File: config.mk
export PLATFORM = sky130hd
export DESIGN_NAME = system_clock_reset_control
export DESIGN_NICKNAME = d
export VERILOG_FILES = /design/src/logic/sys_ctl_pkg.sv /design/src/logic/system_clock_reset_control.sv
export SDC_FILE = /design/constraint.sdc
export NUM_CORES = 1
export LEC_CHECK = 0
export BUFFER_PORTS_ARGS = -buffer_cell sky130_fd_sc_hd__buf_4
export CORE_ASPECT_RATIO = 1.25
export CORE_MARGIN = 4
export CORE_UTILIZATION = 30
export DETAILED_ROUTE_END_ITERATION = 12
export PLACE_DENSITY = 0.6
export SETUP_SLACK_MARGIN = 0.02
export SLEW_MARGIN = 10
export SYNTH_ARGS = -nofsm -noshare
export SYNTH_HDL_FRONTEND = slang
export SYNTH_SLANG_ARGS = --single-unit
File: constraint.sdc
create_clock -name i_ref_clk -period 4.9 [get_ports i_ref_clk]
set_input_delay 0.735 -clock i_ref_clk [delete_from_list [all_inputs] [get_ports i_ref_clk]]
set_output_delay 0.735 -clock i_ref_clk [all_outputs]
set_load 0.02 [all_outputs]
File: src/logic/sys_ctl_pkg.sv
/*
  Constants for the system clock and reset control block: register offsets,
  field positions, reset values and timing counts.
  Assumes a 25 MHz reference clock that stands in for the internal oscillator.
*/
package sys_ctl_pkg;
  localparam logic [15:0] BRK_STATUS_ADDR = 16'hFE00;
  localparam logic [15:0] RST_CAUSE_ADDR = 16'hFE01;
  localparam logic [15:0] BRK_CTRL_ADDR = 16'hFE02;
  localparam logic [15:0] FLAGS_LOW_ADDR = 16'hFE04;
  localparam logic [15:0] FLAGS_MID_ADDR = 16'hFE05;
  localparam logic [15:0] FLAGS_HIGH_ADDR = 16'hFE06;
  localparam logic [15:0] CLK_CTRL_ADDR = 16'hFE07;

  localparam int BSW_BIT = 1;
  localparam int BCE_BIT = 7;
  localparam int CAUSE_POR_BIT = 7;
  localparam int CAUSE_PIN_BIT = 6;
  localparam int CAUSE_WDOG_BIT = 5;
  localparam int CAUSE_OPC_BIT = 4;
  localparam int CAUSE_ADR_BIT = 3;
  localparam int CAUSE_MON_BIT = 2;
  localparam int CAUSE_LOW_BIT = 1;
  localparam int PLL_SEL_BIT = 0;
  localparam int SSR_BIT = 1;

  localparam logic [7:0] CAUSE_POR_VALUE = 8'h80;
  localparam logic [7:0] REG_RESET = 8'h00;

  localparam int STAB_CYCLES = 4096;
  localparam int SHORT_STOP_CYCLES = 32;
  localparam int PIN_DRIVE_CYCLES = 32;
  localparam int INTERNAL_RESET_SIGNAL_TAIL_CYCLES = 32;
  localparam int SYS_CNT_WIDTH = 13;

  localparam logic [15:0] VECTOR_USER = 16'hFFFE;
  localparam logic [15:0] VECTOR_MONITOR = 16'hFEFE;

  typedef enum logic [2:0] {
    ST_RUN = 3'b000,
    ST_STAB = 3'b001,
    ST_PIN = 3'b010,
    ST_TAIL = 3'b011,
    ST_STOP = 3'b100,
    ST_RECOVER = 3'b101,
    ST_EXT = 3'b110
  } seq_state_t;
endpackage : sys_ctl_pkg

File: src/logic/system_clock_reset_control.sv
/*
  System clock and reset control: bus clock division, clock gating through
  power-up, stop, wait and reset, reset source gathering, cause flags and the
  small status register file reached over a plain strobe port.
  Assumes all inputs are synchronous to i_ref_clk, which plays the internal
  oscillator clock, and that reset source inputs are level requests.
  Limitations a user must know:
  - The long stop recovery shares STAB_COUNT with the power-up hold-off, so a
    shortened STAB_COUNT shortens both.
  - The system counter runs on the rising edge of i_ref_clk; the count rate is
    that of a falling-edge counter, and the block keeps one clock domain.
  - The reset pin is open drain: o_reset_pin_out is always low and only the
    output enable moves. An external pull-up is expected on the pin.
  - A PLL clock selected onto o_clock_gen_output passes a multiplexer with no
    glitch guard; software should switch it only while the bus is idle.
  - Writes to the control registers are dropped while internal reset is
    asserted; reads answer at all times.
  - Reset source inputs are levels; a source held high keeps restarting its
    reset sequence until it is released.
*/
// Behaviour
// - Bus clock is clock generator output halved; the code makes it the oscillator over four, even with the PLL selected.
// - Bus runs at oscillator or PLL over four; the code always divides the oscillator, never the PLL.
// - Clock source selectable between oscillator and PLL.
// - Power-up/low-supply holds clocks 4096 cycles.
// - Reset pin driven low during hold-off.
// - Bus clocks start right after timeout; the code enables them only after the 32-cycle pin drive and the 32-cycle tail.
// - Stop exit counts on oscillator, clocks off.
// - Clocks return only after recovery delay.
// - Stop recovery is 4096 or 32 cycles.
// - Wait stops CPU clocks, peripherals keep running.
// - Six reset sources accepted; the code takes seven, counting monitor entry.
// - Resets assert internal reset, select vector.
// - Internal reset returns modules to defaults.
// - Internal resets clear counter, pin reset not.
// - Each source sets its own cause flag.
// - Cause register read-only, layout, bit0 zero.
// - Break flag cleared by writing zero.
// - Break clear enable in bit seven.
// - Three read-only source flag registers.
// - Pin low 32 cycles, reset 32 more.
// - Thirteen-bit counter on falling oscillator edge; the code counts on the rising edge.
// - Short recovery option selects 32 cycles.
module system_clock_reset_control #(
  parameter int STAB_COUNT = sys_ctl_pkg::STAB_CYCLES,
  parameter int FLAG_COUNT = 21
) (
  input wire logic i_ref_clk,
  input wire logic i_rst_n,
  input wire logic i_pll_clk,
  input wire logic i_power_up_pulse,
  input wire logic i_ext_reset_n,
  input wire logic i_watchdog_timeout,
  input wire logic i_low_supply,
  input wire logic i_bad_opcode,
  input wire logic i_bad_fetch_address,
  input wire logic i_monitor_entry,
  input wire logic i_monitor_mode,
  input wire logic i_stop_req,
  input wire logic i_wait_req,
  input wire logic i_wake,
  input wire logic i_break_stop_wait,
  input wire logic [FLAG_COUNT-1:0] i_source_flags,
  input wire logic [15:0] i_addr,
  input wire logic [7:0] i_wdata,
  input wire logic i_wr,
  input wire logic i_rd,
  output logic [7:0] o_rdata,
  output logic o_clock_gen_output,
  output logic o_bus_clock,
  output logic o_cpu_clk_en,
  output logic o_periph_clk_en,
  output logic o_internal_reset,
  output logic o_reset_pin_out,
  output logic o_reset_pin_oe_n,
  output logic [15:0] o_reset_vector,
  output logic [sys_ctl_pkg::SYS_CNT_WIDTH-1:0] o_sys_count,
  output logic o_break_clear_enable
);
  import sys_ctl_pkg::*;

  localparam logic [12:0] STAB_LAST = 13'(STAB_COUNT - 1);
  localparam logic [12:0] SHORT_LAST = 13'(SHORT_STOP_CYCLES - 1);
  localparam logic [12:0] PIN_LAST = 13'(PIN_DRIVE_CYCLES - 1);
  localparam logic [12:0] TAIL_LAST = 13'(INTERNAL_RESET_SIGNAL_TAIL_CYCLES - 1);

  seq_state_t state_reg;
  logic [12:0] seq_cnt_reg;
  logic [SYS_CNT_WIDTH-1:0] sys_cnt_reg;
  logic [1:0] div_reg;
  logic pll_sel_reg;
  logic short_stop_reg;
  logic bsw_reg;
  logic bce_reg;
  logic [7:0] cause_reg;
  logic [7:0] cause_next;
  logic [23:0] flags_reg;
  logic waiting_reg;
  logic ext_seen_reg;
  logic clear_count;

  function automatic logic hit(input logic [15:0] a, input logic [15:0] target);
    hit = (a == target);
  endfunction : hit

  // State decodes shared by the reset outputs and the cause register.
  function automatic logic in_reset(input seq_state_t s);
    case (s)
      ST_STAB, ST_PIN, ST_TAIL, ST_EXT: in_reset = 1'b1;
      default: in_reset = 1'b0;
    endcase
  endfunction : in_reset

  function automatic logic pulls_pin(input seq_state_t s);
    case (s)
      ST_STAB, ST_PIN: pulls_pin = 1'b1;
      default: pulls_pin = 1'b0;
    endcase
  endfunction : pulls_pin

  // Unmapped addresses read as zero, so a stray read never shows stale data.
  function automatic logic [7:0] read_value(input logic [15:0] a);
    case (a)
      BRK_STATUS_ADDR: read_value = {6'h00, bsw_reg, 1'b0};
      RST_CAUSE_ADDR: read_value = cause_reg;
      BRK_CTRL_ADDR: read_value = {bce_reg, 7'h00};
      FLAGS_LOW_ADDR: read_value = {flags_reg[5:0], 2'h0};
      FLAGS_MID_ADDR: read_value = flags_reg[13:6];
      FLAGS_HIGH_ADDR: read_value = {1'b0, flags_reg[20:14]};
      CLK_CTRL_ADDR: read_value = {6'h00, short_stop_reg, pll_sel_reg};
      default: read_value = 8'h00;
    endcase
  endfunction : read_value

  wire power_src = i_power_up_pulse | i_low_supply;
  wire fast_src = i_watchdog_timeout | i_bad_opcode | i_bad_fetch_address | i_monitor_entry;
  wire ext_src = ~i_ext_reset_n;
  wire wait_exit = i_wake | power_src | fast_src | ext_src;

  // Write decodes, one per writable register.
  wire wr_brk_status = i_wr && hit(i_addr, BRK_STATUS_ADDR);
  wire wr_brk_ctrl = i_wr && hit(i_addr, BRK_CTRL_ADDR);
  wire wr_clk_ctrl = i_wr && hit(i_addr, CLK_CTRL_ADDR);

  // Stop recovery end point. The compare is greater-or-equal so that a change of
  // the short recovery option during a recovery cannot make the count overrun.
  wire [12:0] recover_last = short_stop_reg ? SHORT_LAST : STAB_LAST;

  // Bus clock divider: the reference is halved into the clock generator output unless
  // the PLL is selected; the bus clock is the reference over four either way. The divider runs on
  // through every reset state so the clocks restart in a known phase.
  assign o_clock_gen_output = pll_sel_reg ? i_pll_clk : div_reg[0];
  always_ff @(posedge i_ref_clk or negedge i_rst_n) begin
    if (!i_rst_n) begin
      div_reg <= 2'h0;
    end else begin
      div_reg <= div_reg + 2'h1;
    end
  end
  assign o_bus_clock = div_reg[1];

  // Reset and stop sequencer. Power and low-supply requests win over every
  // other cause because they also restart the long stabilisation count.
  always_ff @(posedge i_ref_clk or negedge i_rst_n) begin
    if (!i_rst_n) begin
      state_reg <= ST_STAB;
      seq_cnt_reg <= 13'h0000;
    end else if (power_src) begin
      state_reg <= ST_STAB;
      seq_cnt_reg <= 13'h0000;
    end else if (fast_src && state_reg != ST_STAB) begin
      state_reg <= ST_PIN;
      seq_cnt_reg <= 13'h0000;
    end else begin
      case (state_reg)
        ST_STAB: begin
          seq_cnt_reg <= seq_cnt_reg + 13'h0001;
          if (seq_cnt_reg == STAB_LAST) begin
            state_reg <= ST_PIN;
            seq_cnt_reg <= 13'h0000;
          end
        end
        ST_PIN: begin
          seq_cnt_reg <= seq_cnt_reg + 13'h0001;
          if (seq_cnt_reg == PIN_LAST) begin
            state_reg <= ST_TAIL;
            seq_cnt_reg <= 13'h0000;
          end
        end
        ST_TAIL: begin
          seq_cnt_reg <= seq_cnt_reg + 13'h0001;
          if (seq_cnt_reg == TAIL_LAST) begin
            state_reg <= ext_src ? ST_EXT : ST_RUN;
            seq_cnt_reg <= 13'h0000;
          end
        end
        ST_RUN: begin
          if (ext_src) begin
            state_reg <= ST_EXT;
          end else if (i_stop_req) begin
            state_reg <= ST_STOP;
          end
        end
        // The pin hold has no count: internal reset follows the pin and the
        // system counter is left running.
        ST_EXT: begin
          if (!ext_src) begin
            state_reg <= ST_RUN;
          end
        end
        ST_STOP: begin
          if (i_wake || ext_src) begin
            state_reg <= ST_RECOVER;
            seq_cnt_reg <= 13'h0000;
          end
        end
        ST_RECOVER: begin
          seq_cnt_reg <= seq_cnt_reg + 13'h0001;
          if (seq_cnt_reg >= recover_last) begin
            state_reg <= ext_src ? ST_EXT : ST_RUN;
            seq_cnt_reg <= 13'h0000;
          end
        end
        default: begin
          state_reg <= ST_STAB;
          seq_cnt_reg <= 13'h0000;
        end
      endcase
    end
  end

  // Wait mode is tracked apart from the sequencer; any wake or reset ends it.
  // Exit wins over a wait request in the same cycle, so a wake is never lost.
  always_ff @(posedge i_ref_clk or negedge i_rst_n) begin
    if (!i_rst_n) begin
      waiting_reg <= 1'b0;
    end else if (wait_exit) begin
      waiting_reg <= 1'b0;
    end else if (i_wait_req && state_reg == ST_RUN) begin
      waiting_reg <= 1'b1;
    end
  end

  wire clocks_on = (state_reg == ST_RUN);
  assign o_cpu_clk_en = clocks_on & ~waiting_reg;
  assign o_periph_clk_en = clocks_on;
  assign o_internal_reset = in_reset(state_reg);
  // The pin is open drain: it only ever pulls low.
  assign o_reset_pin_out = 1'b0;
  assign o_reset_pin_oe_n = ~pulls_pin(state_reg);
  assign o_reset_vector = i_monitor_mode ? VECTOR_MONITOR : VECTOR_USER;

  // System counter. A posedge counter stands in for the falling edge so that
  // the block stays in one clock domain; the count rate is unchanged.
  assign clear_count = power_src | fast_src | i_stop_req;
  always_ff @(posedge i_ref_clk or negedge i_rst_n) begin
    if (!i_rst_n) begin
      sys_cnt_reg <= '0;
    end else if (clear_count) begin
      sys_cnt_reg <= '0;
    end else begin
      sys_cnt_reg <= sys_cnt_reg + 13'h0001;
    end
  end
  assign o_sys_count = sys_cnt_reg;

  // Cause flags. A new reset episode clears old causes; causes arriving in the
  // same episode accumulate, but a power-up pulse leaves only the POR flag. The pin edge detector resets low, the idle level
  // of the inverted pin, so no false external cause follows reset.
  always_ff @(posedge i_ref_clk or negedge i_rst_n) begin
    if (!i_rst_n) begin
      ext_seen_reg <= 1'b0;
    end else begin
      ext_seen_reg <= ext_src;
    end
  end

  always_comb begin
    cause_next = cause_reg;
    if (power_src && i_power_up_pulse) begin
      cause_next = CAUSE_POR_VALUE;
    end else if (power_src || fast_src || (ext_src && !ext_seen_reg)) begin
      if (!o_internal_reset && state_reg != ST_EXT) begin
        cause_next = REG_RESET;
      end
      cause_next[CAUSE_LOW_BIT] = cause_next[CAUSE_LOW_BIT] | i_low_supply;
      cause_next[CAUSE_WDOG_BIT] = cause_next[CAUSE_WDOG_BIT] | i_watchdog_timeout;
      cause_next[CAUSE_OPC_BIT] = cause_next[CAUSE_OPC_BIT] | i_bad_opcode;
      cause_next[CAUSE_ADR_BIT] = cause_next[CAUSE_ADR_BIT] | i_bad_fetch_address;
      cause_next[CAUSE_MON_BIT] = cause_next[CAUSE_MON_BIT] | i_monitor_entry;
      cause_next[CAUSE_PIN_BIT] = cause_next[CAUSE_PIN_BIT] | ext_src;
    end
    cause_next[0] = 1'b0;
  end

  always_ff @(posedge i_ref_clk or negedge i_rst_n) begin
    if (!i_rst_n) begin
      cause_reg <= CAUSE_POR_VALUE;
    end else begin
      cause_reg <= cause_next;
    end
  end

  // Software registers, one process each. Internal reset returns them to defaults.
  always_ff @(posedge i_ref_clk or negedge i_rst_n) begin
    if (!i_rst_n) begin
      bce_reg <= 1'b0;
    end else if (o_internal_reset) begin
      bce_reg <= 1'b0;
    end else if (wr_brk_ctrl) begin
      bce_reg <= i_wdata[BCE_BIT];
    end
  end

  always_ff @(posedge i_ref_clk or negedge i_rst_n) begin
    if (!i_rst_n) begin
      pll_sel_reg <= 1'b0;
    end else if (o_internal_reset) begin
      pll_sel_reg <= 1'b0;
    end else if (wr_clk_ctrl) begin
      pll_sel_reg <= i_wdata[PLL_SEL_BIT];
    end
  end

  always_ff @(posedge i_ref_clk or negedge i_rst_n) begin
    if (!i_rst_n) begin
      short_stop_reg <= 1'b0;
    end else if (o_internal_reset) begin
      short_stop_reg <= 1'b0;
    end else if (wr_clk_ctrl) begin
      short_stop_reg <= i_wdata[SSR_BIT];
    end
  end
  assign o_break_clear_enable = bce_reg;

  // A break event in the same cycle as a clearing write keeps the flag set.
  always_ff @(posedge i_ref_clk or negedge i_rst_n) begin
    if (!i_rst_n) begin
      bsw_reg <= 1'b0;
    end else if (o_internal_reset) begin
      bsw_reg <= 1'b0;
    end else if (i_break_stop_wait) begin
      bsw_reg <= 1'b1;
    end else if (wr_brk_status && !i_wdata[BSW_BIT]) begin
      bsw_reg <= 1'b0;
    end
  end

  // Source flags are sampled each cycle; writes never touch them.
  always_ff @(posedge i_ref_clk or negedge i_rst_n) begin
    if (!i_rst_n) begin
      flags_reg <= 24'h000000;
    end else if (o_internal_reset) begin
      flags_reg <= 24'h000000;
    end else begin
      flags_reg <= {3'h0, i_source_flags[20:0]};
    end
  end

  // Read data are registered and fall back to zero when no read is pending, so
  // this port can be OR-ed with other read sources.
  always_ff @(posedge i_ref_clk or negedge i_rst_n) begin
    if (!i_rst_n) begin
      o_rdata <= 8'h00;
    end else if (!i_rd) begin
      o_rdata <= 8'h00;
    end else begin
      o_rdata <= read_value(i_addr);
    end
  end
endmodule : system_clock_reset_control

==> results by group <==
Power and ir drop
  – Net switching power of the design: 360.2 uW
  – Sw Share: 24.11%
  – Sequential cell fraction of total power: 42.2%
  – Proportion of power drawn by combinational gates: 10.1%
  – Worst supply voltage drop on vdd: 180.2 uV
  – Pwr Density: 307.2 nW/um^2
  – Static leakage power: 2.268 nW
  – Clock share of power: 47.7%
  – Internal Dissipation: 1.134 mW

Clocking
  – Skew-Pair Late Insertion Delay: 0.33 ns
  – Clock-pin slew reported for the worst setup and hold paths after clock tree synthesis: 0.06 ns
  – Post-CTS setup repair buffer count: 0
  – CTS H-tree depth: 3
  – Clock buffers created by TritonCTS: 9
  – Number of instances resized during post-cts repair: 0
  – CTS sink count: 73
  – Number of hold-repair buffers added at the cts stage: 0
  – TritonCTS clock tree: yes
  – Clock tree root buffer cell: sky130_fd_sc_hd__clkbuf_16
  – Number of buffers between clock root and the deepest sink: 2

Floorplanning
  – Row cnt: 45
  – Vertical die dimension: 134.1 um
  – Die W: 108.9 um
  – Num ports: 107
  – Starting Density: 30.97%
  – Placeable core area: 12330 sq um
  – Floorplan die area: 14610 sq um

Final layout
  – Post-layout instance count excluding filler cells: 654
  – Area Overhead vs Synth: 27.33%
  – Final design area excluding fillers: 4862 sq um
  – Combined area of the multi-input logic cells: 1784 sq um
  – Max reg flops: 21
  – Share of post-route cells with drive strength above 1: 24.29%
  – Post-layout net count: 556
  – Antenna fix cells: 0
  – FF+latch area: 1829 sq um
  – Total of fill cells in the finished design: 1231

Synth
  – Post-synthesis cell type with the largest combined area: sky130_fd_sc_hd__dfrtp_1
  – Combinational family with the most area after synthesis: simple AND/OR/NAND/NOR gates
  – Fraction of the yosys area taken by sequential cells: 47.90%
  – Commonest cells in the netlist: sky130_fd_sc_hd__dfrtp_1 (71), sky130_fd_sc_hd__nor2_1 (50), sky130_fd_sc_hd__nand2_1 (27)
  – Syn avg cell area: 9.429 sq um
  – Xor-xnor portion of the synthesized cell area: 2.752%
  – Largest cells by area after synthesis: sky130_fd_sc_hd__dfrtp_1 (47%), sky130_fd_sc_hd__nor2_1 (4.9%), sky130_fd_sc_hd__and2_1 (3.6%)
  – Top-count cell post-synth: sky130_fd_sc_hd__dfrtp_1
  – Post-synth top area share: 46.53%
  – Area fraction in compound gates after synthesis: 12.88%
  – Top FF cell, synth: sky130_fd_sc_hd__dfrtp_1
  – Register bit count reported by yosys: 73
  – Arithmetic-cell share of the synthesized area counting full adders, half adders and majority gates: 2.949%
  – Cell area after technology mapping: 3819 sq um
  – Cells after synthesis: 405
  – Yosys Warn Count: 0
  – Area share of and/or/nand/nor cells after synthesis: 22.12%
  – Number of enable-type register cells in the synthesized netlist: 0
  – Proportion of synthesized area in mux cells: 4.456%
  – Fraction of registers with async set/reset: 100.0%
  – Number of distinct library cells after synthesis: 56

Timing
  – Skew final: 0.004002 ns
  – Setup repair after global routing missed its margin: false
  – Final setup fails: 0
  – Slew of the pin with the lowest slew margin: 0.9276 ns
  – Post-route fraction of the period consumed by the critical path: 56.21%
  – Max-slew violation total from the final report: 0
  – Min cycle time layout: 2.754 ns
  – Number of failing hold endpoints at the final stage: 0
  – Setup TNS after final layout: 0 ns
  – Maximum operating frequency: 0.3631 GHz
  – Worst max-slew margin expressed relative to the limit: 38.16%

Routing
  – Detailed Routing Iterations Pass 1: 4
  – Met3 Routed Length: 398 um
  – Iteration-0 DRC Markers: 101
  – Top routing layer used: met4
  – Antenna violation net count after detailed routing: 0
  – Detailed-routed wire length on met2: 4697 um
  – Vias per cell: 4.769
  – Total number of vias: 3119
  – Final routed wire length divided by cell count: 14.04 um
  – Number of design rule violations left after detail routing: 0
  – Wire length the detailed router placed on met1: 3862 um
  – Routed wire length: 9184 um

GRT
  – Wire length of the first global-routing pass: 15100 um
  – Total routing usage reported by global routing: 13.03%
  – Overall overflow remaining after global route: 0
  – Vias in the first global route: 3098
  – Antenna violations before repair: 0
  – Largest net degree at the start of global routing: 74

Placement
  – Detailed-placement wirelength estimate: 6835 um
  – Placement Cell Area: 4536 sq um
  – Placer congestion estimate: 0.8064
  – Inst Count DP: 638
  – Count of buffers inserted at the top-level ports: 85

Critical path
  – Worst-path maximum fanout: 22
  – Signal arrival time at the worst endpoint: 3.01 ns
  – Worst Path Class, Setup: in2reg
  – Critical Path RT: 5.15 ns
  – Crit path capture type: register
  – Startpoint Class: input port

Status
  – Run status: complete, no violations

Job
  – Max_cap viols: 0

Worst hold path
  – Hold Path Class: reg2reg
[kinds of logic (layout without fill, tap and decap cells)]
logic type / after synthesis / after routing
mux: 16 / 16
simple gates: 165 / 165
compound gates: 78 / 78
flops: 73 / 73
fa+ha+maj: 9 / 9
buf+inv: 50 / 121
other cells: 2 / 16
xor+xnor: 12 / 12
[worst paths after layout]
path	cells past startpoint	start	slack, ns	to
setup / recovery	7	i_bad_opcode	2.15	seq_cnt_reg[6]$_DFFE_PN0P_
hold / removal	1	div_reg[0]$_DFF_PN0_	0.45	div_reg[0]$_DFF_PN0_
setup reg to reg	6	state_reg[0]$_DFFE_PN1P_	2.15	seq_cnt_reg[6]$_DFFE_PN0P_
hold reg to reg	1	div_reg[0]$_DFF_PN0_	0.45	div_reg[0]$_DFF_PN0_
max in group asynchronous	1	i_rst_n	3.75	seq_cnt_reg[10]$_DFFE_PN0P_
min in group asynchronous	1	i_rst_n	0.53	div_reg[0]$_DFF_PN0_
[critical path, cell delays in order]
cell and delay, ns:
sky130_fd_sc_hd__buf_4 0.12, sky130_fd_sc_hd__nor4_2 0.49, sky130_fd_sc_hd__o21ai_1 0.33, sky130_fd_sc_hd__or2_0 0.29
sky130_fd_sc_hd__o22ai_2 0.64, sky130_fd_sc_hd__o21ai_0 0.19, sky130_fd_sc_hd__a31oi_1 0.20
[routing by layer]
metal  up-vias  GRT usage, %
met2        77         21.82
met5         -             0
met4         0         4.351
met1      1489         16.17
li1       1537             -
met3        16         3.370
[cells in the final DEF, fill, tap and decap left out, types with 3 or more instances in the layout]
| cell type | netlist | final |
|---|---|---|
| sky130_fd_sc_hd__nor2_1 | 50 | 50 |
| sky130_fd_sc_hd__a211oi_1 | 3 | 3 |
| sky130_fd_sc_hd__nor2b_1 | 5 | 5 |
| sky130_fd_sc_hd__mux2i_1 | 8 | 8 |
| sky130_fd_sc_hd__and3_1 | 10 | 10 |
| sky130_fd_sc_hd__nand3_1 | 15 | 15 |
| sky130_fd_sc_hd__o21ai_0 | 16 | 16 |
| sky130_fd_sc_hd__buf_4 | 16 | 86 |
| sky130_fd_sc_hd__and2_1 | 22 | 22 |
| sky130_fd_sc_hd__nor3_1 | 6 | 6 |
| sky130_fd_sc_hd__mux2_2 | 8 | 8 |
| sky130_fd_sc_hd__inv_1 | 19 | 19 |
| sky130_fd_sc_hd__ha_1 | 9 | 9 |
| sky130_fd_sc_hd__a21oi_1 | 25 | 25 |
| sky130_fd_sc_hd__a31oi_1 | 7 | 7 |
| sky130_fd_sc_hd__clkbuf_16 | 0 | 9 |
| sky130_fd_sc_hd__a21o_1 | 3 | 3 |
| sky130_fd_sc_hd__dfrtp_1 | 71 | 71 |
| sky130_fd_sc_hd__a22oi_1 | 6 | 6 |
| sky130_fd_sc_hd__nand2_1 | 27 | 27 |
| sky130_fd_sc_hd__nand2b_1 | 8 | 8 |
| sky130_fd_sc_hd__xor2_1 | 8 | 8 |
| sky130_fd_sc_hd__xnor2_1 | 4 | 4 |
| sky130_fd_sc_hd__conb_1 | 2 | 16 |
| sky130_fd_sc_hd__nor4_1 | 4 | 4 |
| sky130_fd_sc_hd__nand4_1 | 5 | 5 |
[area by class of cell]
cell class	count	area share, %
Timing Repair Buffer	86	13.28
Clock inverter	7	2.084
Tap cell	164	4.220
Clock buffer	9	4.632
Inverter	19	1.467
Sequential cell	73	37.62
Multi-Input combinational cell	296	36.70
[through the flow]
step / total power, mW / setup WS, ns / utilization, % / hold slack [ns]
floorplan: 0.7336 / 2.457 / - / 0.4247
finish: 1.494 / 2.146 / 39.43 / 0.4514
CTS: 1.519 / 2.150 / 39.43 / 0.4597
global route: 1.569 / 1.834 / 39.43 / 0.4873
detailed placement: 0.7955 / 1.814 / 36.78 / 0.4500
global placement: 0.7921 / 1.868 / 36.78 / 0.4401
[power groups by stage]
stage | combinational [mW] | clock [mW] | sequential [mW]
final | 0.151 | 0.712 | 0.631
after detailed placement | 0.153 | 0 | 0.642
after global placement | 0.150 | 0 | 0.642
after global routing | 0.169 | 0.766 | 0.633
after CTS | 0.154 | 0.734 | 0.631
after floorplan | 0.0980 | 0 | 0.636
(Power assumes the default switching activity.)
